===== src/flow_map.svh =====
`ifndef FLOW_MAP_SVH
`define FLOW_MAP_SVH
// Register indices; byte address is four times the index
`define RTC_IDX      6'h01
`define PCL_IDX      6'h02
`define FLAGS_IDX    6'h03
`define FSR_IDX      6'h04
`define WREG_IDX     6'h05
// Flag field positions
`define CARRY_BIT    0
`define DC_BIT       1
`define ZERO_BIT     2
`define PD_BIT       3
`define TO_BIT       4
`define PAGE_LSB     5
`define PAGE_MSB     7
`define BANK_LSB     5
// Widths and reset values
`define PC_W         11
`define STACK_DEPTH  8
`define PC_RESET     11'h7FF
`define BYTE_RESET   8'h00
`define PAGE_RESET   3'h0
`define RESP_OKAY    2'h0
`define RESP_SLVERR  2'h2
`endif


===== src/flow_pkg.sv =====
package flow_pkg;
    // Operation class handed over by the decoder
    typedef enum logic [4:0] {
        OP_NONE   = 5'h00,
        OP_JUMP   = 5'h01,
        OP_CALL   = 5'h02,
        OP_PAGE   = 5'h03,
        OP_BANK   = 5'h04,
        OP_RET    = 5'h05,
        OP_PAGE_RESTORING_RETURN   = 5'h06,
        OP_INTERRUPT_RETURN   = 5'h07,
        OP_RETADD = 5'h08,
        OP_RETLIT = 5'h09,
        OP_DECSKP = 5'h0A,
        OP_INCSKP = 5'h0B,
        OP_SKPSET = 5'h0C,
        OP_SKPCLR = 5'h0D,
        OP_AND    = 5'h0E,
        OP_OR     = 5'h0F,
        OP_XOR    = 5'h10,
        OP_RL     = 5'h11,
        OP_RR     = 5'h12,
        OP_NOTF   = 5'h13,
        OP_NOTW   = 5'h14,
        OP_SWAPW  = 5'h15
    } op_t;
endpackage


===== src/flow_ctl.sv =====
// The AXI4-Lite register port was decided locally.
`timescale 1ns/1ps
`include "flow_map.svh"
//
// Behaviour
// - Jump loads PC bits 8:0 with the nine-bit target field.
// - Jump loads PC bits 10:9 from the page-select bits.
// - Page instruction writes page-select bits with page 0 to 3 in one cycle.
// - Call pushes current PC plus one onto the stack top.
// - Call copies the eight-bit address field into PC bits 7:0.
// - Call clears PC bit 8, targets lie in lower half page.
// - Call copies page-select bits into PC bits 10:9.
// - Return addresses live in an eight-level hardware stack.
// - Push shifts entries deeper, level one takes new, level eight lost.
// - Pop loads PC from level one, shifts up, level eight kept.
// - Plain, page-restoring and interrupt returns pop; only page-restoring sets page.
// - Return-add-counter pops and adds W into the real-time counter.
// - Return-with-literal pops and loads its literal into W.
// - Decrement or increment file register, skip next when result zero.
// - Skip instructions squash the next instruction when condition true.
// - Page or bank after a true skip is skipped too, three cycles.
// - Run of page or bank instructions all skipped plus next, cycle each.
// - AND, OR, XOR combine W with a data memory operand.
// - Rotate left and right of a file register through carry.
// - One's complement of file register or W.
// - Swapped move puts nibble-swapped file register into W, source kept.
// - Flags: carry 0, digit carry 1, zero 2, power-down 3, timeout 4, page 7:5.
// - Each stack entry is eleven bits wide.
//
module flow_ctl #(
    parameter int ADDR_W = 8
) (
    // Clock, reset, enable
    input  wire logic                aclk,
    input  wire logic                aresetn,
    input  wire logic                ce,
    // Instruction from decoder
    input  wire logic                ins_valid,
    input  wire flow_pkg::op_t       ins_op,
    input  wire logic [8:0]          ins_arg,
    input  wire logic [2:0]          ins_bit,
    input  wire logic                ins_to_fr,
    input  wire logic [7:0]          fr_rdata,
    // Status inputs from power logic
    input  wire logic                power_down_flag,
    input  wire logic                timeout_flag,
    // Results
    output logic [`PC_W-1:0]         pc,
    output logic [7:0]               w_out,
    output logic                     fr_we,
    output logic [7:0]               fr_wdata,
    output logic                     skip_active,
    // AXI4-Lite write channels
    input  wire logic [ADDR_W-1:0]   s_axi_awaddr,
    input  wire logic                s_axi_awvalid,
    output logic                     s_axi_awready,
    input  wire logic [31:0]         s_axi_wdata,
    input  wire logic [3:0]          s_axi_wstrb,
    input  wire logic                s_axi_wvalid,
    output logic                     s_axi_wready,
    output logic [1:0]               s_axi_bresp,
    output logic                     s_axi_bvalid,
    input  wire logic                s_axi_bready,
    // AXI4-Lite read channels
    input  wire logic [ADDR_W-1:0]   s_axi_araddr,
    input  wire logic                s_axi_arvalid,
    output logic                     s_axi_arready,
    output logic [31:0]              s_axi_rdata,
    output logic [1:0]               s_axi_rresp,
    output logic                     s_axi_rvalid,
    input  wire logic                s_axi_rready
);
    import flow_pkg::*;

    localparam int DEPTH = `STACK_DEPTH;

    // ------------------------------------------------------------
    // State
    // ------------------------------------------------------------
    logic [`PC_W-1:0] pc_reg;
    logic [`PC_W-1:0] stk [1:DEPTH];
    logic [7:0]       w_reg;
    logic [7:0]       rtc_reg;
    logic [7:0]       fsr_reg;
    logic [2:0]       page_reg;
    logic             c_reg;
    logic             dc_reg;
    logic             z_reg;
    logic             skip_reg;
    logic             fr_we_reg;
    logic [7:0]       fr_wdata_reg;

    // ------------------------------------------------------------
    // Bus write decode
    // ------------------------------------------------------------
    logic [ADDR_W-1:0] aw_addr_reg;
    logic              aw_held;
    logic [7:0]        wd_reg;
    logic              wd_en;
    logic              w_held;
    logic              bus_wr;
    logic [5:0]        wr_idx;
    logic [5:0]        rd_idx;

    assign bus_wr = ce && aw_held && w_held && !s_axi_bvalid;
    // Misaligned addresses map to an unused index, so they answer an error and change nothing
    assign wr_idx = (aw_addr_reg[1:0] == 2'h0) ? aw_addr_reg[7:2] : 6'h3F;
    assign rd_idx = (s_axi_araddr[1:0] == 2'h0) ? s_axi_araddr[7:2] : 6'h3F;

    // ------------------------------------------------------------
    // Execute decode
    // ------------------------------------------------------------
    logic       exec;
    logic       squash;
    logic       is_ret;
    logic       is_pop;
    logic [7:0] fr_res;
    logic       fr_upd;
    logic       skip_cond;
    logic       c_res;

    assign exec   = ce && ins_valid && !skip_reg;
    assign squash = ce && ins_valid && skip_reg;
    assign is_ret = ins_op inside {OP_RET, OP_PAGE_RESTORING_RETURN, OP_INTERRUPT_RETURN, OP_RETADD, OP_RETLIT};
    assign is_pop = exec && is_ret;

    // Datapath result for file-register style operations
    always_comb
    begin
        fr_res    = fr_rdata;
        fr_upd    = 1'b0;
        skip_cond = 1'b0;
        c_res     = c_reg;
        case (ins_op)
            OP_DECSKP:
            begin
                fr_res    = fr_rdata - 8'h01;
                fr_upd    = 1'b1;
                skip_cond = (fr_res == 8'h00);
            end
            OP_INCSKP:
            begin
                fr_res    = fr_rdata + 8'h01;
                fr_upd    = 1'b1;
                skip_cond = (fr_res == 8'h00);
            end
            OP_SKPSET: skip_cond = fr_rdata[ins_bit];
            OP_SKPCLR: skip_cond = !fr_rdata[ins_bit];
            OP_AND:    fr_res = fr_rdata & w_reg;
            OP_OR:     fr_res = fr_rdata | w_reg;
            OP_XOR:    fr_res = fr_rdata ^ w_reg;
            OP_RL:
            begin
                fr_res = {fr_rdata[6:0], c_reg};
                c_res  = fr_rdata[7];
                fr_upd = 1'b1;
            end
            OP_RR:
            begin
                fr_res = {c_reg, fr_rdata[7:1]};
                c_res  = fr_rdata[0];
                fr_upd = 1'b1;
            end
            OP_NOTF:
            begin
                fr_res = ~fr_rdata;
                fr_upd = 1'b1;
            end
            OP_SWAPW:  fr_res = {fr_rdata[3:0], fr_rdata[7:4]};
            default:   fr_res = fr_rdata;
        endcase
    end

    // ------------------------------------------------------------
    // Program counter
    // ------------------------------------------------------------
    // A bus write to the low byte lands after the instruction, as a computed jump
    always_ff @(posedge aclk)
    begin
        if (!aresetn)
            pc_reg <= `PC_RESET;
        else if (ce)
        begin
            if (exec && ins_op == OP_JUMP)
                pc_reg <= {page_reg[1:0], ins_arg};
            else if (exec && ins_op == OP_CALL)
                pc_reg <= {page_reg[1:0], 1'b0, ins_arg[7:0]};
            else if (is_pop)
                pc_reg <= stk[1];
            else if (ins_valid)
                pc_reg <= pc_reg + 11'h001;
            if (bus_wr && wr_idx == `PCL_IDX)
                pc_reg <= {page_reg[1:0], 1'b0, wd_reg};
        end
    end

    // ------------------------------------------------------------
    // Return stack, one process per level
    // ------------------------------------------------------------
    for (genvar i = 1; i <= DEPTH; i++)
    begin : g_stk
        always_ff @(posedge aclk)
        begin
            if (!aresetn)
                stk[i] <= `PC_W'(0);
            else if (ce && exec && ins_op == OP_CALL)
            begin
                if (i == 1)
                    stk[i] <= pc_reg + 11'h001;
                else
                    stk[i] <= stk[(i > 1) ? i - 1 : 1];
            end
            else if (ce && is_pop && i < DEPTH)
                stk[i] <= stk[(i < DEPTH) ? i + 1 : DEPTH];
        end
    end

    // ------------------------------------------------------------
    // Skip tracking
    // ------------------------------------------------------------
    // Page and bank squashed under a skip keep it armed, one cycle each
    always_ff @(posedge aclk)
    begin
        if (!aresetn)
            skip_reg <= 1'b0;
        else if (ce)
        begin
            if (squash)
                skip_reg <= (ins_op == OP_PAGE || ins_op == OP_BANK);
            else if (exec)
                skip_reg <= skip_cond;
        end
    end

    // ------------------------------------------------------------
    // Working register
    // ------------------------------------------------------------
    always_ff @(posedge aclk)
    begin
        if (!aresetn)
            w_reg <= `BYTE_RESET;
        else if (ce)
        begin
            if (exec && ins_op == OP_RETLIT)
                w_reg <= ins_arg[7:0];
            else if (exec && ins_op == OP_NOTW)
                w_reg <= ~w_reg;
            else if (exec && ins_op == OP_SWAPW)
                w_reg <= fr_res;
            else if (exec && ins_op inside {OP_AND, OP_OR, OP_XOR} && !ins_to_fr)
                w_reg <= fr_res;
            if (bus_wr && wr_idx == `WREG_IDX)
                w_reg <= wd_reg;
        end
    end

    // ------------------------------------------------------------
    // File register write-back
    // ------------------------------------------------------------
    always_ff @(posedge aclk)
    begin
        if (!aresetn)
        begin
            fr_we_reg    <= 1'b0;
            fr_wdata_reg <= `BYTE_RESET;
        end
        else if (ce)
        begin
            fr_we_reg    <= exec && (fr_upd ||
                            (ins_op inside {OP_AND, OP_OR, OP_XOR} && ins_to_fr));
            fr_wdata_reg <= fr_res;
        end
    end

    // ------------------------------------------------------------
    // Counter, pointer and flags
    // ------------------------------------------------------------
    always_ff @(posedge aclk)
    begin
        if (!aresetn)
            rtc_reg <= `BYTE_RESET;
        else if (ce)
        begin
            if (exec && ins_op == OP_RETADD)
                rtc_reg <= rtc_reg + w_reg;
            if (bus_wr && wr_idx == `RTC_IDX)
                rtc_reg <= wd_reg;
        end
    end

    // Bank selects the top three pointer bits only
    always_ff @(posedge aclk)
    begin
        if (!aresetn)
            fsr_reg <= `BYTE_RESET;
        else if (ce)
        begin
            if (exec && ins_op == OP_BANK)
                fsr_reg[7:`BANK_LSB] <= ins_arg[7:`BANK_LSB];
            if (bus_wr && wr_idx == `FSR_IDX)
                fsr_reg <= wd_reg;
        end
    end

    always_ff @(posedge aclk)
    begin
        if (!aresetn)
            page_reg <= `PAGE_RESET;
        else if (ce)
        begin
            if (exec && ins_op == OP_PAGE)
                page_reg <= {1'b0, ins_arg[1:0]};
            else if (exec && ins_op == OP_PAGE_RESTORING_RETURN)
                page_reg <= {1'b0, stk[1][10:9]};
            if (bus_wr && wr_idx == `FLAGS_IDX)
                page_reg <= wd_reg[`PAGE_MSB:`PAGE_LSB];
        end
    end

    // Zero follows logic results; carry follows rotates
    always_ff @(posedge aclk)
    begin
        if (!aresetn)
        begin
            c_reg  <= 1'b0;
            dc_reg <= 1'b0;
            z_reg  <= 1'b0;
        end
        else if (ce)
        begin
            if (exec && ins_op inside {OP_AND, OP_OR, OP_XOR, OP_NOTF})
                z_reg <= (fr_res == 8'h00);
            else if (exec && ins_op == OP_NOTW)
                z_reg <= (w_reg == 8'hFF);
            if (exec && ins_op inside {OP_RL, OP_RR})
                c_reg <= c_res;
            if (bus_wr && wr_idx == `FLAGS_IDX)
            begin
                c_reg  <= wd_reg[`CARRY_BIT];
                dc_reg <= wd_reg[`DC_BIT];
                z_reg  <= wd_reg[`ZERO_BIT];
            end
        end
    end

    // ------------------------------------------------------------
    // AXI4-Lite slave
    // ------------------------------------------------------------
    // Address and data are taken in either order, then answered together
    always_ff @(posedge aclk)
    begin
        if (!aresetn)
        begin
            aw_held      <= 1'b0;
            w_held       <= 1'b0;
            aw_addr_reg  <= '0;
            wd_reg       <= `BYTE_RESET;
            wd_en        <= 1'b0;
            s_axi_bvalid <= 1'b0;
            s_axi_bresp  <= `RESP_OKAY;
            s_axi_awready <= 1'b1;
            s_axi_wready  <= 1'b1;
        end
        else if (ce)
        begin
            if (s_axi_awvalid && s_axi_awready)
            begin
                aw_held     <= 1'b1;
                aw_addr_reg <= s_axi_awaddr;
                s_axi_awready <= 1'b0;
            end
            if (s_axi_wvalid && s_axi_wready)
            begin
                w_held <= 1'b1;
                wd_reg <= s_axi_wdata[7:0];
                wd_en  <= s_axi_wstrb[0];
                s_axi_wready <= 1'b0;
            end
            if (bus_wr)
            begin
                aw_held      <= 1'b0;
                w_held       <= 1'b0;
                s_axi_bvalid <= 1'b1;
                s_axi_bresp  <= (wr_idx >= `RTC_IDX && wr_idx <= `WREG_IDX &&
                                 aw_addr_reg[1:0] == 2'h0) ? `RESP_OKAY : `RESP_SLVERR;
            end
            else if (s_axi_bvalid && s_axi_bready)
            begin
                // Both channels reopen only once the response has retired
                s_axi_bvalid  <= 1'b0;
                s_axi_awready <= 1'b1;
                s_axi_wready  <= 1'b1;
            end
        end
    end

    // Reserved bits read as zero
    always_ff @(posedge aclk)
    begin
        if (!aresetn)
        begin
            s_axi_rvalid <= 1'b0;
            s_axi_rdata  <= 32'h0;
            s_axi_rresp  <= `RESP_OKAY;
            s_axi_arready <= 1'b1;
        end
        else if (ce)
        begin
            if (s_axi_arvalid && s_axi_arready)
            begin
                s_axi_rvalid <= 1'b1;
                s_axi_arready <= 1'b0;
                s_axi_rresp  <= `RESP_OKAY;
                case (rd_idx)
                    `RTC_IDX:   s_axi_rdata <= {24'h0, rtc_reg};
                    `PCL_IDX:   s_axi_rdata <= {24'h0, pc_reg[7:0]};
                    `FLAGS_IDX: s_axi_rdata <= {24'h0, page_reg, timeout_flag,
                                                power_down_flag, z_reg, dc_reg, c_reg};
                    `FSR_IDX:   s_axi_rdata <= {24'h0, fsr_reg};
                    `WREG_IDX:  s_axi_rdata <= {24'h0, w_reg};
                    default:
                    begin
                        s_axi_rdata <= 32'h0;
                        s_axi_rresp <= `RESP_SLVERR;
                    end
                endcase
            end
            else if (s_axi_rvalid && s_axi_rready)
            begin
                s_axi_rvalid  <= 1'b0;
                s_axi_arready <= 1'b1;
            end
        end
    end

    // ------------------------------------------------------------
    // Outputs
    // ------------------------------------------------------------
    assign pc          = pc_reg;
    assign w_out       = w_reg;
    assign fr_we       = fr_we_reg;
    assign fr_wdata    = fr_wdata_reg;
    assign skip_active = skip_reg;

    logic pcl_wr;
    assign pcl_wr = bus_wr && wr_idx == `PCL_IDX;
endmodule


===== config.mk =====
export PLATFORM = sky130hd
export DESIGN_NAME = flow_ctl
export DESIGN_NICKNAME = d
export VERILOG_FILES = /design/src/flow_pkg.sv /design/src/flow_ctl.sv
export VERILOG_INCLUDE_DIRS = /design/src
export SDC_FILE = /design/constraint.sdc
export NUM_CORES = 1
export LEC_CHECK = 0
export ABC_AREA = 1
export BUFFER_PORTS_ARGS = -buffer_cell sky130_fd_sc_hd__buf_4
export CORE_MARGIN = 8
export CORE_UTILIZATION = 31
export CTS_BUF_LIST = sky130_fd_sc_hd__clkbuf_8 sky130_fd_sc_hd__clkbuf_16
export DETAILED_ROUTE_END_ITERATION = 10
export SKIP_LAST_GASP = 1
export SYNTH_ARGS = -nofsm -noshare
export SYNTH_HDL_FRONTEND = slang
export SYNTH_SLANG_ARGS = --single-unit

===== constraint.sdc =====
create_clock -name aclk -period 5.25 [get_ports aclk]
set_input_delay 0.7875 -clock aclk [delete_from_list [all_inputs] [get_ports aclk]]
set_output_delay 0.7875 -clock aclk [all_outputs]
set_load 0.01 [all_outputs]

==> Implementation_results.wiki, run 1 <==
{| class="wikitable"
! Metric !! Value
|-
| Number of inserted filler cells in the final layout || 3433
|-
| Total standard cell area after synthesis || 10100 sq um
|-
| Cell type group with the largest total delay on the critical path || buffers and inverters
|-
| Crit path kind || in2reg
|-
| Core Rows || 66
|-
| Power density cells || 277 nW/um^2
|-
| Final layout net count || 1481
|-
| Chip width || 197 um
|-
| Cell at the root of the clock tree || sky130_fd_sc_hd__clkbuf_16
|-
| Clk pwr share || 39.5%
|-
| CP max-delay cell || sky130_fd_sc_hd__buf_4
|-
| Global-route wire length before repair || 50100 um
|-
| Global-route usage over all layers || 16.3%
|-
| Number of post-CTS setup repair buffers || 0
|-
| Antenna violations before repair || 0
|-
| FF/Latch Area || 4320 sq um
|-
| Pin count of the biggest net entering global routing || 86
|-
| Number of CTS-inserted buffers || 17
|-
| Achievable clock frequency || 277 MHz
|-
| Final Hold Viols || 0
|-
| Power share of the combinational group || 13.7%
|-
| Layout cells sized above 1 || 13.9%
|-
| # H-tree levels || 4
|-
| Flip-flop count of the largest register after layout || 88
|-
| Crit path required time || 5.31 ns
|-
| Drt via density || 5.07
|-
| Critical path, cell by cell || buf_4 > nand2_2 > nor2_1 > buf_4 > inv_1 > nor2_1 > nand2_1 > nand3_2 > inv_2 > nand3_4 > buf_4
|-
| Dpl cells || 1787
|-
| Hold Crit Class || reg2reg
|-
| Fin crit period || 3.61 ns
|-
| Syn-to-layout area delta || 16.1%
|-
| Weighted congestion at the end of routability-driven global placement || 0.931
|-
| Number of distinct library cell variants in the gate-level netlist after synthesis || 54
|-
| Number of DRC violations after detailed-routing iteration 0 || 843
|-
| Average cell area after synthesis || 7.83 sq um
|-
| Seq cells post-synth || 172
|-
| Sort of element at the start of the critical path || input port
|-
| Most prevalent standard cell on the critical path || sky130_fd_sc_hd__buf_4
|-
| Half-perimeter wire length after placement || 23400 um
|-
| Core footprint || 32400 sq um
|-
| Initial core utilization || 31.3%
|-
| Final setup fails || 0
|-
| Hold-fix buffers, CTS || 0
|-
| Share of power burned in registers || 46.8%
|-
| Number of clock sinks || 172
|-
| Setup_tns || 0 ns
|-
| Switching fraction of total power || 30.0%
|-
| Share of flip-flops with an asynchronous set or reset after synthesis || 0%
|-
| Pin slew with the least headroom to its limit || 1.02 ns
|-
| Buffers added on ports || 104
|-
| Total number of vias || 9217
|-
| Leading area contributor after synthesis || sky130_fd_sc_hd__edfxtp_1
|-
| Register area share after synthesis || 42.7%
|-
| Count of synthesis-stage warnings from yosys || 0
|-
| # resized after CTS || 0
|-
| Final ANT Viol Nets || 0
|-
| Routed Wire Length || 32000 um
|-
| Reported net switching power || 0.000975 W
|-
| Setup repair after global routing missed its margin || false
|-
| P_leak || 5.09 nW
|-
| Largest stage delay, worst path || 0.75 ns
|-
| Number of synthesized flops with an enable pin || 88
|-
| Gate Count Post-Synth || 1293
|-
| Clock slew at the register clock pins of the worst setup and hold paths || 0.07 ns
|-
| Crit path buf inv count || 5
|-
| Final standard cell count with taps included and fillers excluded || 1819
|-
| Highest net fanout along the worst path || 77
|-
| Count of final max-slew check failures || 0
|-
| Sum of overflow across all layers after global routing || 0
|-
| Final core utilization || 36.3%
|-
| Source-to-sink clock delay at the later pin of the worst-skew pair || 0.44 ns
|-
| Fraction of the cycle the final worst path needs || 68.8%
|-
| Max_slew headroom || 32.3%
|-
| Top cell types by occurrence after synthesis || 197 x sky130_fd_sc_hd__nand2_1, 188 x sky130_fd_sc_hd__inv_1, 123 x sky130_fd_sc_hd__o21ai_0
|-
| Power Internal || 0.00228 W
|-
| Drt first pass iters || 5
|-
| Kind of end point of the critical path || flip-flop
|-
| Die H || 197 um
|-
| Top_reg_cell synth || sky130_fd_sc_hd__edfxtp_1
|-
| Clock Skew || 0.0183 ns
|-
| Run status || finished, final reports clean
|-
| Number of max-cap violations || 0
|-
| IR drop worst, VDD || 0.193 mV
|-
| Leading cell types by total area after synthesis || sky130_fd_sc_hd__edfxtp_1 26%, sky130_fd_sc_hd__dfxtp_1 17%, sky130_fd_sc_hd__nand2_1 7.3%
|-
| Num ports || 159
|-
| Area occupied by multi-input gates || 4710 sq um
|-
| Die area || 38700 sq um
|-
| WP data arrival || 3.67 ns
|-
| Clock tree from TritonCTS || done
|-
| Area share of the largest cell type after synthesis || 26.1%
|-
| Drt wl/cell || 17.6 um
|-
| Number of design rule violations left after detail routing || 0
|-
| Most frequent cell after synthesis || sky130_fd_sc_hd__nand2_1
|-
| Antenna cells || 0
|-
| Number of global-route vias before repair || 8763
|-
| Maximum buffer depth of the clock tree || 2
|}
-- stage by stage --
stage	area, sq um	setup WS, ns	hold slack [ns]	total power, W
floorplan	10200	0.877	0.424	0.00183
global placement	11200	1.22	0.433	0.00199
detailed placement	11200	1.17	0.436	0.00200
CTS	11800	1.62	0.447	0.00328
global route	11800	1.36	0.473	0.00338
finish	11800	1.64	0.442	0.00325
-- power by group through the flow --
stage / registers (W) / clock network [W] / logic, W
floorplan: 0.00154 / 0 / 0.000284
global placement: 0.00155 / 0 / 0.000441
detailed placement: 0.00155 / 0 / 0.000444
CTS: 0.00152 / 0.00131 / 0.000447
global route: 0.00153 / 0.00136 / 0.000500
finish: 0.00152 / 0.00128 / 0.000446
-- worst register-to-register path, cell delays in order (launching register included) --
cell	delay [ns]
sky130_fd_sc_hd__dfxtp_1	0.35
sky130_fd_sc_hd__nor2_1	0.14
sky130_fd_sc_hd__buf_4	0.19
sky130_fd_sc_hd__inv_1	0.09
sky130_fd_sc_hd__nor2_1	0.13
sky130_fd_sc_hd__nand2_1	0.31
sky130_fd_sc_hd__nand3_2	0.59
sky130_fd_sc_hd__inv_2	0.21
sky130_fd_sc_hd__nand3_4	0.09
sky130_fd_sc_hd__buf_4	0.75
-- final timing paths --
kind                    end  slack (ns)            from  depth (start not counted)
max              stk[0][81]        1.64              ce                         11
min          aw_addr_reg[1]        0.44  aw_addr_reg[1]                          2
max reg2reg      stk[0][81]        1.96     skip_active                          9
min reg2reg  aw_addr_reg[1]        0.44  aw_addr_reg[1]                          2
-- cell families after synthesis --
family / Yosys count / share of synthesized area [%]
adder cells (fa/ha/maj): 28 / 3.53
flip-flops: 172 / 42.7
other: 1 / 0.0370
AO/OA/AOI/OAI: 328 / 18.8
XOR/XNOR: 19 / 1.64
AND/OR/NAND/NOR: 464 / 21.4
buffers and inverters: 281 / 11.9
-- layout make-up --
class,count,share of cell area [%]
Multi-Input combinational cell,865,40.1
Timing Repair Buffer,108,6.90
Inverter,200,6.43
Tap cell,442,4.70
Sequential cell,172,36.8
Clock inverter,15,1.50
Clock buffer,17,3.62
-- routing by layer --
metal  up-vias  part of all wire [%]  global-route usage, %
met1      4372                    45                   21.3
li1       4502                     -                      -
met3        55                   5.7                   3.05
met2       288                    47                   26.7
met5         -                     0                      0
met4         0                   2.6                   5.52
-- cell usage in the layout, fill, tap and decap left out, types with 3 or more instances in the layout --
cell type	instances
sky130_fd_sc_hd__o211ai_1	24
sky130_fd_sc_hd__inv_8	6
sky130_fd_sc_hd__inv_2	10
sky130_fd_sc_hd__nand3_4	3
sky130_fd_sc_hd__conb_1	26
sky130_fd_sc_hd__a311oi_1	3
sky130_fd_sc_hd__nor3_1	12
sky130_fd_sc_hd__inv_6	3
sky130_fd_sc_hd__edfxtp_1	88
sky130_fd_sc_hd__clkinv_8	3
sky130_fd_sc_hd__clkbuf_16	17
sky130_fd_sc_hd__nand3b_1	6
sky130_fd_sc_hd__inv_1	188
sky130_fd_sc_hd__nand4_1	18
sky130_fd_sc_hd__o21bai_1	5
sky130_fd_sc_hd__nand2_2	11
sky130_fd_sc_hd__xor2_1	15
sky130_fd_sc_hd__nand2_4	4
sky130_fd_sc_hd__nor2_4	5
sky130_fd_sc_hd__nor2_1	99
sky130_fd_sc_hd__nand2_1	195
sky130_fd_sc_hd__o221ai_1	3
sky130_fd_sc_hd__clkinv_4	3
sky130_fd_sc_hd__dfxtp_1	84
sky130_fd_sc_hd__a211oi_1	7
sky130_fd_sc_hd__buf_4	108
sky130_fd_sc_hd__o22ai_1	58
sky130_fd_sc_hd__nand3_1	92
sky130_fd_sc_hd__nor2_2	5
sky130_fd_sc_hd__o21ai_0	123
sky130_fd_sc_hd__nand3_2	4
sky130_fd_sc_hd__a221oi_1	9
sky130_fd_sc_hd__a21oi_1	79
sky130_fd_sc_hd__xnor2_1	4
sky130_fd_sc_hd__ha_1	27
sky130_fd_sc_hd__a31oi_1	7
Power figures use the tool's default switching activity.
==> run 2, diff against run 1 <==
- ABC_AREA: 1 -> 0
- clock period: 5.25 -> 3.4 ns (I/O delays scaled with it)
==> run 2 against run 1 <==
Combinational power increased by 44%. Register-to-register slack got worse by 1.0 ns. Global-route usage decreased by 0.47 points. Synthesized area decreased by 3.7%. Cell count decreased by 16%. Critical endpoint is now z_reg. Highest routed layer unchanged.
==> Implementation_results.wiki, run 2 <==
{| class="wikitable"
! Metric !! Value
|-
| Die area || 37400 sq um (was 38700 sq um)
|-
| Power Internal || 0.00352 W (was 0.00228 W)
|-
| Source-to-sink clock delay at the later pin of the worst-skew pair || 0.44 ns (about the same)
|-
| Number of design rule violations left after detail routing || 0 (unchanged)
|-
| Global-route wire length before repair || 47000 um (was 50100 um)
|-
| Fin crit period || 2.56 ns
|-
| Total number of vias || 8373 (was 9217)
|-
| Number of inserted filler cells in the final layout || 3147 (was 3433)
|-
| Number of post-CTS setup repair buffers || 0 (unchanged)
|-
| Post-synthesis xor/xnor area fraction || 1.98% (was 1.64%)
|-
| Top cell types by occurrence after synthesis || 104 x sky130_fd_sc_hd__nor2_1, 101 x sky130_fd_sc_hd__nand2_1, 88 x sky130_fd_sc_hd__edfxtp_1 (was 197 x sky130_fd_sc_hd__nand2_1, 188 x sky130_fd_sc_hd__inv_1, 123 x sky130_fd_sc_hd__o21ai_0)
|-
| Commonest cells after routing, fill and taps aside || 138 x sky130_fd_sc_hd__buf_4, 103 x sky130_fd_sc_hd__nor2_1, 101 x sky130_fd_sc_hd__nand2_1 (was 195 x sky130_fd_sc_hd__nand2_1, 188 x sky130_fd_sc_hd__inv_1, 123 x sky130_fd_sc_hd__o21ai_0)
|-
| Average cell area after synthesis || 9.44 sq um (was 7.83 sq um)
|-
| Crit path buf inv count || 2 (was 5)
|-
| Number of max-cap violations || 0 (unchanged)
|-
| FF-to-FF setup slack || 0.92 ns (was 1.96 ns)
|-
| Setup_tns || 0 ns (unchanged)
|-
| FF/Latch Area || 4320 sq um (unchanged)
|-
| Pin slew with the least headroom to its limit || 1.03 ns (was 1.02 ns)
|-
| Clock Skew || 0.0119 ns (was 0.0183 ns)
|-
| Number of synthesized flops with an enable pin || 88 (unchanged)
|-
| IR drop worst, VDD || 0.340 mV (was 0.193 mV)
|-
| Final Hold Viols || 0 (unchanged)
|-
| Maximum buffer depth of the clock tree || 2 (unchanged)
|-
| Leading cell type in the layout, fill and taps excluded || sky130_fd_sc_hd__buf_4 (was sky130_fd_sc_hd__nand2_1)
|-
| Gate Count Post-Synth || 1033 (was 1293)
|-
| Chip width || 193 um (was 197 um)
|-
| Worst r2r src || aw_addr_reg[6] (was skip_active)
|-
| Syn-to-layout area delta || 18.6% (was 16.1%)
|-
| Area fraction in and, or, nand and nor cells after synthesis || 16.7% (was 21.4%)
|-
| Fraction of the cycle the final worst path needs || 75.3%
|-
| Number of DRC violations after detailed-routing iteration 0 || 697 (was 843)
|-
| Leading area contributor after synthesis || sky130_fd_sc_hd__edfxtp_1 (unchanged)
|-
| Final ANT Viol Nets || 0 (unchanged)
|-
| Worst Reg-to-Reg Cells || 6 (was 9)
|-
| Compound-gate portion of the synthesized area || 22.8% (was 18.8%)
|-
| Weighted congestion at the end of routability-driven global placement || 0.887 (was 0.931)
|-
| Post-Synth Adder-Cell Area || 3.67% (was 3.53%)
|-
| Half-perimeter wire length after placement || 22000 um (was 23400 um)
|-
| Initial core utilization || 31.2% (was 31.3%)
|-
| Number of cells on the worst hold path || 3 (was 2)
|-
| Top_reg_cell synth || sky130_fd_sc_hd__edfxtp_1 (unchanged)
|-
| Antenna cells || 0 (unchanged)
|-
| Number of distinct library cell variants in the gate-level netlist after synthesis || 79 (was 54)
|-
| Most frequent cell after synthesis || sky130_fd_sc_hd__nor2_1 (was sky130_fd_sc_hd__nand2_1)
|-
| Num ports || 159 (unchanged)
|-
| Combinational family with the most area after synthesis || compound AO/OA/AOI/OAI gates (was simple AND/OR/NAND/NOR gates)
|-
| WP data arrival || 2.91 ns (was 3.67 ns)
|-
| Count of synthesis-stage warnings from yosys || 0 (unchanged)
|-
| Die H || 193 um (was 197 um)
|-
| Pin count of the biggest net entering global routing || 89 (was 86)
|-
| Crit path required time || 3.75 ns (was 5.31 ns)
|-
| Buffers added on ports || 104 (unchanged)
|-
| Max_slew headroom || 30.5% (was 32.3%)
|-
| Number of clock sinks || 172 (unchanged)
|-
| P_leak || 4.42 nW (was 5.09 nW)
|-
| Total standard cell area after synthesis || 9760 sq um (was 10100 sq um)
|-
| Leading cell types by total area after synthesis || sky130_fd_sc_hd__edfxtp_1 27%, sky130_fd_sc_hd__dfxtp_1 17%, sky130_fd_sc_hd__a22o_1 7.1% (was sky130_fd_sc_hd__edfxtp_1 26%, sky130_fd_sc_hd__dfxtp_1 17%, sky130_fd_sc_hd__nand2_1 7.3%)
|-
| Switching fraction of total power || 28.7% (was 30.0%)
|-
| Clk pwr share || 39.1% (was 39.5%)
|-
| CP max-delay cell || sky130_fd_sc_hd__or3_1 (was sky130_fd_sc_hd__buf_4)
|-
| Sort of element at the start of the critical path || input port (unchanged)
|-
| # H-tree levels || 4 (unchanged)
|-
| Final setup fails || 0 (unchanged)
|-
| Reg-to-reg endpoint || fsr_reg[5] (was stk[0][81])
|-
| Flip-flop count of the largest register after layout || 88 (unchanged)
|-
| Share of flip-flops with an asynchronous set or reset after synthesis || 0% (unchanged)
|-
| Drt wl/cell || 19.7 um (was 17.6 um)
|-
| Area occupied by multi-input gates || 4920 sq um (was 4710 sq um)
|-
| Hold worst-path end || aw_addr_reg[0] (was aw_addr_reg[1])
|-
| Layout cells sized above 1 || 17.5% (was 13.9%)
|-
| Drt via density || 5.46 (was 5.07)
|-
| Kind of end point of the critical path || flip-flop (unchanged)
|-
| Count of final max-slew check failures || 0 (unchanged)
|-
| Area share of the largest cell type after synthesis || 27.1% (was 26.1%)
|-
| Proportion of synthesized area in mux cells || 4.05% (was 0%)
|-
| Highest net fanout along the worst path || 13 (was 77)
|-
| Number of global-route vias before repair || 7966 (was 8763)
|-
| Run status || finished, final reports clean (unchanged)
|-
| Hold Crit Class || in2reg (was reg2reg)
|-
| Routed Wire Length || 30200 um (was 32000 um)
|-
| Sum of overflow across all layers after global routing || 0 (unchanged)
|-
| Hold-fix buffers, CTS || 0 (unchanged)
|-
| Register area share after synthesis || 44.3% (was 42.7%)
|-
| Worst min-delay path startpoint || s_axi_awaddr[0] (was aw_addr_reg[1])
|-
| Clock slew at the register clock pins of the worst setup and hold paths || 0.07 ns (about the same)
|-
| Setup repair after global routing missed its margin || false (unchanged)
|-
| Number of CTS-inserted buffers || 17 (unchanged)
|-
| Final core utilization || 36.9% (was 36.3%)
|-
| Reported net switching power || 0.00142 W (was 0.000975 W)
|-
| Crit path kind || in2reg (unchanged)
|-
| Power density cells || 427 nW/um^2 (was 277 nW/um^2)
|-
| Share of power burned in registers || 47.8% (was 46.8%)
|-
| Largest stage delay, worst path || 0.40 ns (was 0.75 ns)
|-
| Cell at the root of the clock tree || sky130_fd_sc_hd__clkbuf_16 (unchanged)
|-
| Cell type group with the largest total delay on the critical path || simple AND/OR/NAND/NOR gates (was buffers and inverters)
|-
| Drt first pass iters || 5 (unchanged)
|-
| # resized after CTS || 0 (unchanged)
|-
| Final layout net count || 1235 (was 1481)
|-
| Power share of the combinational group || 13.0% (was 13.7%)
|-
| Clock tree from TritonCTS || done (unchanged)
|-
| Achievable clock frequency || 391 MHz
|-
| Critical path, cell by cell || buf_4 > inv_1 > ha_1 > nor3b_1 > nand2_1 > xnor2_1 > o211ai_1 > a311oi_1 > nor2_1 > or3_1 > o31ai_2 (was buf_4 > nand2_2 > nor2_1 > buf_4 > inv_1 > nor2_1 > nand2_1 > nand3_2 > inv_2 > nand3_4 > buf_4)
|-
| Core Rows || 65 (was 66)
|-
| Antenna violations before repair || 0 (unchanged)
|-
| Core footprint || 31300 sq um (was 32400 sq um)
|-
| Global-route usage over all layers || 15.8% (was 16.3%)
|-
| Seq cells post-synth || 172 (unchanged)
|}
run 2: worst register-to-register path: stages (launching register included):
cell	delay, ns
sky130_fd_sc_hd__dfxtp_1	0.32
sky130_fd_sc_hd__nor4_1	0.50
sky130_fd_sc_hd__nand4_1	0.27
sky130_fd_sc_hd__or3_1	0.66
sky130_fd_sc_hd__o41ai_1	0.32
sky130_fd_sc_hd__nor2_1	0.09
sky130_fd_sc_hd__a211oi_1	0.23
run 2: cells by family (layout without fill, tap and decap cells):
logic type	count (synthesis)	count (layout)
simple gates	336	336
xor+xnor	22	22
flops	172	172
other cells	1	26
compound gates	308	308
mux	37	37
fa+ha+maj	28	28
buf+inv	129	202
run 2: final cells by class:
type                            count  area share (%)
Clock buffer                       17            3.68
Inverter                           27           0.876
Multi-Input combinational cell    757            42.6
Tap cell                          402            4.35
Sequential cell                   172            37.4
Timing Repair Buffer              143            9.82
Clock inverter                     15            1.34
run 2: metal layers:
metal | vias up | share of wire (%) | track usage, %
met4 | 0 | 3.3 | 6.47
met5 | - | 0 | 0
met2 | 328 | 45 | 24.2
met1 | 3994 | 44 | 21.4
li1 | 3987 | - | -
met3 | 64 | 7.1 | 3.35
run 2: how the worst max path moves through the flow:
stage                              start         end  slack, ns  cells after the start
after floorplan                ins_op[2]  stk[0][11]       0.08                      7
after global placement       fr_rdata[1]       z_reg       0.46                     11
after detailed placement     fr_rdata[1]       z_reg       0.46                     11
after CTS                    fr_rdata[1]       z_reg       0.91                     11
after global routing      aw_addr_reg[6]  fsr_reg[6]       0.65                      6
final                        fr_rdata[1]       z_reg       0.84                     11
run 2: power by group through the flow:
| stage | clock network, W | registers (W) | logic (W) |
|---|---|---|---|
| finish | 0.00193 | 0.00236 | 0.000644 |
| global route | 0.00206 | 0.00237 | 0.000701 |
| CTS | 0.00197 | 0.00236 | 0.000643 |
| detailed placement | 0 | 0.00241 | 0.000641 |
| global placement | 0 | 0.00240 | 0.000635 |
| floorplan | 0 | 0.00238 | 0.000393 |
run 2: per-stage QoR:
stage	setup WS, ns	total power, W	hold WS [ns]	std cells	area [sq um]
finish	0.841	0.00493	0.321	1533	11600
global route	0.646	0.00513	0.311	1533	11600
CTS	0.913	0.00497	0.303	1533	11600
detailed placement	0.459	0.00305	0.449	1501	11000
global placement	0.463	0.00304	0.449	1501	11000
floorplan	0.0759	0.00277	0.436	1058	9860
==> run 3, diff against run 2 <==
- clock period: 3.4 -> 2.23 ns (I/O delays scaled with it)
==> run 3 against run 2 <==
Die area unchanged. Clock-buffer cell count unchanged. Via count increased by 8.2%. The flow now finishes with violations (setup timing). Non-clock buffer count increased by 142. Global-route usage increased by 1.8 points. Highest routed layer unchanged. Worst hold slack got worse by 0.17 ns. Clock power increased by 59%. Total power increased by 60%. Critical path depth decreased by 2.
==> Implementation_results.wiki, run 3 (same netlist as run 2, synthesis figures left out) <==
{| class="wikitable"
! Metric !! Value
|-
| Run status || finished, violations left (was finished, final reports clean)
|-
| Violations in the final reports || setup timing
|-
| Crit path kind || reg2reg (was in2reg)
|-
| Busiest layer in global routing || met2 (unchanged)
|-
| Die H || 193 um (unchanged)
|-
| Final core utilization || 41.3% (was 36.9%)
|-
| Power density cells || 611 nW/um^2 (was 427 nW/um^2)
|-
| Routed Wire Length || 34000 um (was 30200 um)
|-
| Number of CTS-inserted buffers || 17 (unchanged)
|-
| Core Rows || 65 (unchanged)
|-
| Number of clock sinks || 172 (unchanged)
|-
| Setup_tns || -0.0367 ns (was 0 ns)
|-
| Clock Skew || 0.0141 ns (was 0.0119 ns)
|-
| Syn-to-layout area delta || 32.6% (was 18.6%)
|-
| Pin count of the biggest net entering global routing || 89 (unchanged)
|-
| Highest net fanout along the worst path || 2 (was 13)
|-
| Sum of overflow across all layers after global routing || 0 (unchanged)
|-
| Worst Reg-to-Reg Cells || 9 (was 6)
|-
| Fraction of the cycle the final worst path needs || 102%
|-
| Initial core utilization || 31.2% (unchanged)
|-
| CP max-delay cell || sky130_fd_sc_hd__or4_1 (was sky130_fd_sc_hd__or3_1)
|-
| Final setup fails || 1 (was 0)
|-
| Layout cells sized above 1 || 30.3% (was 17.5%)
|-
| Core footprint || 31300 sq um (unchanged)
|-
| Clock tree from TritonCTS || done (unchanged)
|-
| Met1 capacity usage during global routing || 24.6% (was 21.4%)
|-
| Hold Crit Class || in2reg (unchanged)
|-
| Global Route met3 Usage || 3.84% (was 3.35%)
|-
| Crit path required time || 2.58 ns (was 3.75 ns)
|-
| Number of inserted filler cells in the final layout || 3039 (was 3147)
|-
| Max_slew headroom || 58.0% (was 30.5%)
|-
| Commonest cells after routing, fill and taps aside || 278 x sky130_fd_sc_hd__buf_4, 101 x sky130_fd_sc_hd__nand2_1, 97 x sky130_fd_sc_hd__nor2_1 (was 138 x sky130_fd_sc_hd__buf_4, 103 x sky130_fd_sc_hd__nor2_1, 101 x sky130_fd_sc_hd__nand2_1)
|-
| Achievable clock frequency || 441 MHz
|-
| Clock slew at the register clock pins of the worst setup and hold paths || 0.07 ns (about the same)
|-
| Largest stage delay, worst path || 0.55 ns (was 0.40 ns)
|-
| Final ANT Viol Nets || 0 (unchanged)
|-
| Cell at the root of the clock tree || sky130_fd_sc_hd__clkbuf_16 (unchanged)
|-
| Total number of vias || 9063 (was 8373)
|-
| Leading cell type in the layout, fill and taps excluded || sky130_fd_sc_hd__buf_4 (unchanged)
|-
| # H-tree levels || 4 (unchanged)
|-
| IR drop worst, VDD || 0.630 mV (was 0.340 mV)
|-
| Number of max-cap violations || 0 (unchanged)
|-
| Reg-to-reg endpoint || z_reg (was fsr_reg[5])
|-
| Drt first pass iters || 6 (was 5)
|-
| CP Launch Point || w_out[2] (was fr_rdata[1])
|-
| Antenna cells || 0 (unchanged)
|-
| Worst min-delay path startpoint || s_axi_awaddr[1] (was s_axi_awaddr[0])
|-
| FF-to-FF setup slack || -0.04 ns (was 0.92 ns)
|-
| Source-to-sink clock delay at the later pin of the worst-skew pair || 0.43 ns (was 0.44 ns)
|-
| Cell type group with the largest total delay on the critical path || compound AO/OA/AOI/OAI gates (was simple AND/OR/NAND/NOR gates)
|-
| Sort of element at the start of the critical path || flip-flop (was input port)
|-
| Final layout net count || 1377 (was 1235)
|-
| Maximum buffer depth of the clock tree || 2 (unchanged)
|-
| Num ports || 159 (unchanged)
|-
| Global-route usage over all layers || 17.7% (was 15.8%)
|-
| Kind of end point of the critical path || flip-flop (unchanged)
|-
| Drt via density || 5.41 (was 5.46)
|-
| Final Hold Viols || 0 (unchanged)
|-
| Buffers added on ports || 104 (unchanged)
|-
| P_leak || 5.17 nW (was 4.42 nW)
|-
| Count of final max-slew check failures || 0 (unchanged)
|-
| Setup repair after global routing missed its margin || true (was false)
|-
| Met2 Track Usage GR || 26.9% (was 24.2%)
|-
| Number of DRC violations after detailed-routing iteration 0 || 838 (was 697)
|-
| Number of design rule violations left after detail routing || 0 (unchanged)
|-
| Global-route wire length before repair || 52600 um (was 47000 um)
|-
| Setup slack after layout || -0.0367 ns (was 0.841 ns)
|-
| Fin crit period || 2.27 ns
|-
| Flip-flop count of the largest register after layout || 88 (unchanged)
|-
| Worst r2r src || w_out[2] (was aw_addr_reg[6])
|-
| Die area || 37400 sq um (unchanged)
|-
| Pin slew with the least headroom to its limit || 0.626 ns (was 1.03 ns)
|-
| Crit path buf inv count || 1 (was 2)
|-
| Antenna violations before repair || 0 (unchanged)
|-
| Number of global-route vias before repair || 8877 (was 7966)
|-
| Hold worst-path end || aw_addr_reg[1] (was aw_addr_reg[0])
|-
| Weighted congestion at the end of routability-driven global placement || 0.918 (was 0.887)
|-
| Chip width || 193 um (unchanged)
|-
| Half-perimeter wire length after placement || 25500 um (was 22000 um)
|-
| Number of cells on the worst hold path || 3 (unchanged)
|-
| Critical path, cell by cell || inv_2 > ha_4 > mux2i_1 > o22ai_1 > a221o_1 > a211oi_4 > o2111ai_1 > or4_1 > o31ai_2 (was buf_4 > inv_1 > ha_1 > nor3b_1 > nand2_1 > xnor2_1 > o211ai_1 > a311oi_1 > nor2_1 > or3_1 > o31ai_2)
|-
| WP data arrival || 2.61 ns (was 2.91 ns)
|-
| Hold-fix buffers, CTS || 0 (unchanged)
|-
| Cell area after layout || 12900 sq um (was 11600 sq um)
|-
| Drt wl/cell || 20.3 um (was 19.7 um)
|-
| Post-detailed-placement cell area || 12100 sq um (was 11000 sq um)
|}
==> run 3: cell type report <==
type                            instances  area (sq um)  share of cell area, %
Clock buffer                           17           425                   3.29
Clock inverter                         15           169                   1.31
Inverter                               27           106                  0.822
Multi-Input combinational cell        757          5180                   40.0
Sequential cell                       172          4340                   33.5
Tap cell                              402           503                   3.89
Timing Repair Buffer                  285          2220                   17.2
==> run 3: metal layers <==
metal	wire [um]	up-vias	share of wire, %
li1	-	4268	-
met1	15800	4389	47
met2	15100	352	44
met3	2200	54	6.5
met4	849	0	2.5
met5	0	-	0
==> run 3: repair_timing <==
action	4_1_cts	5_1_grt
pin swaps	16	21
endpoints found under the setup margin	4	13
buffers inserted	3	7
resized for setup	16	31
==> run 3: tightest hold or removal path, cell delays in order <==
cell and delay [ns]:
sky130_fd_sc_hd__buf_4 0.11, sky130_fd_sc_hd__nand2_1 0.05, sky130_fd_sc_hd__a21oi_1 0.05
==> run 3: worst max-delay path by stage <==
stage | end | cells past startpoint | slack, ns
final | z_reg | 9 | -0.04
after global routing | z_reg | 9 | -0.12
after CTS | z_reg | 10 | -0.04
after detailed placement | w_out[3] | 11 | -0.51
after global placement | w_out[3] | 11 | -0.58
after floorplan | stk[0][11] | 7 | -0.1
==> run 3: per-stage QoR <==
step                      setup WS, ns  power, W  cells  hold slack [ns]
after global routing            -0.124   0.00820   1675            0.142
after detailed placement        -0.512   0.00484   1634            0.452
final                          -0.0367   0.00790   1675            0.150
after floorplan                -0.0965   0.00425   1058            0.436
after CTS                      -0.0425   0.00789   1668            0.137
after global placement          -0.578   0.00483   1634            0.447
==> run 3: power by group <==
part	switching, W	leakage, nW	total, W	internal [W]
registers	0.000121	1.60	0.00358	0.00346
logic	0.000691	3.28	0.00126	0.000567
clock network	0.00130	0.290	0.00306	0.00176
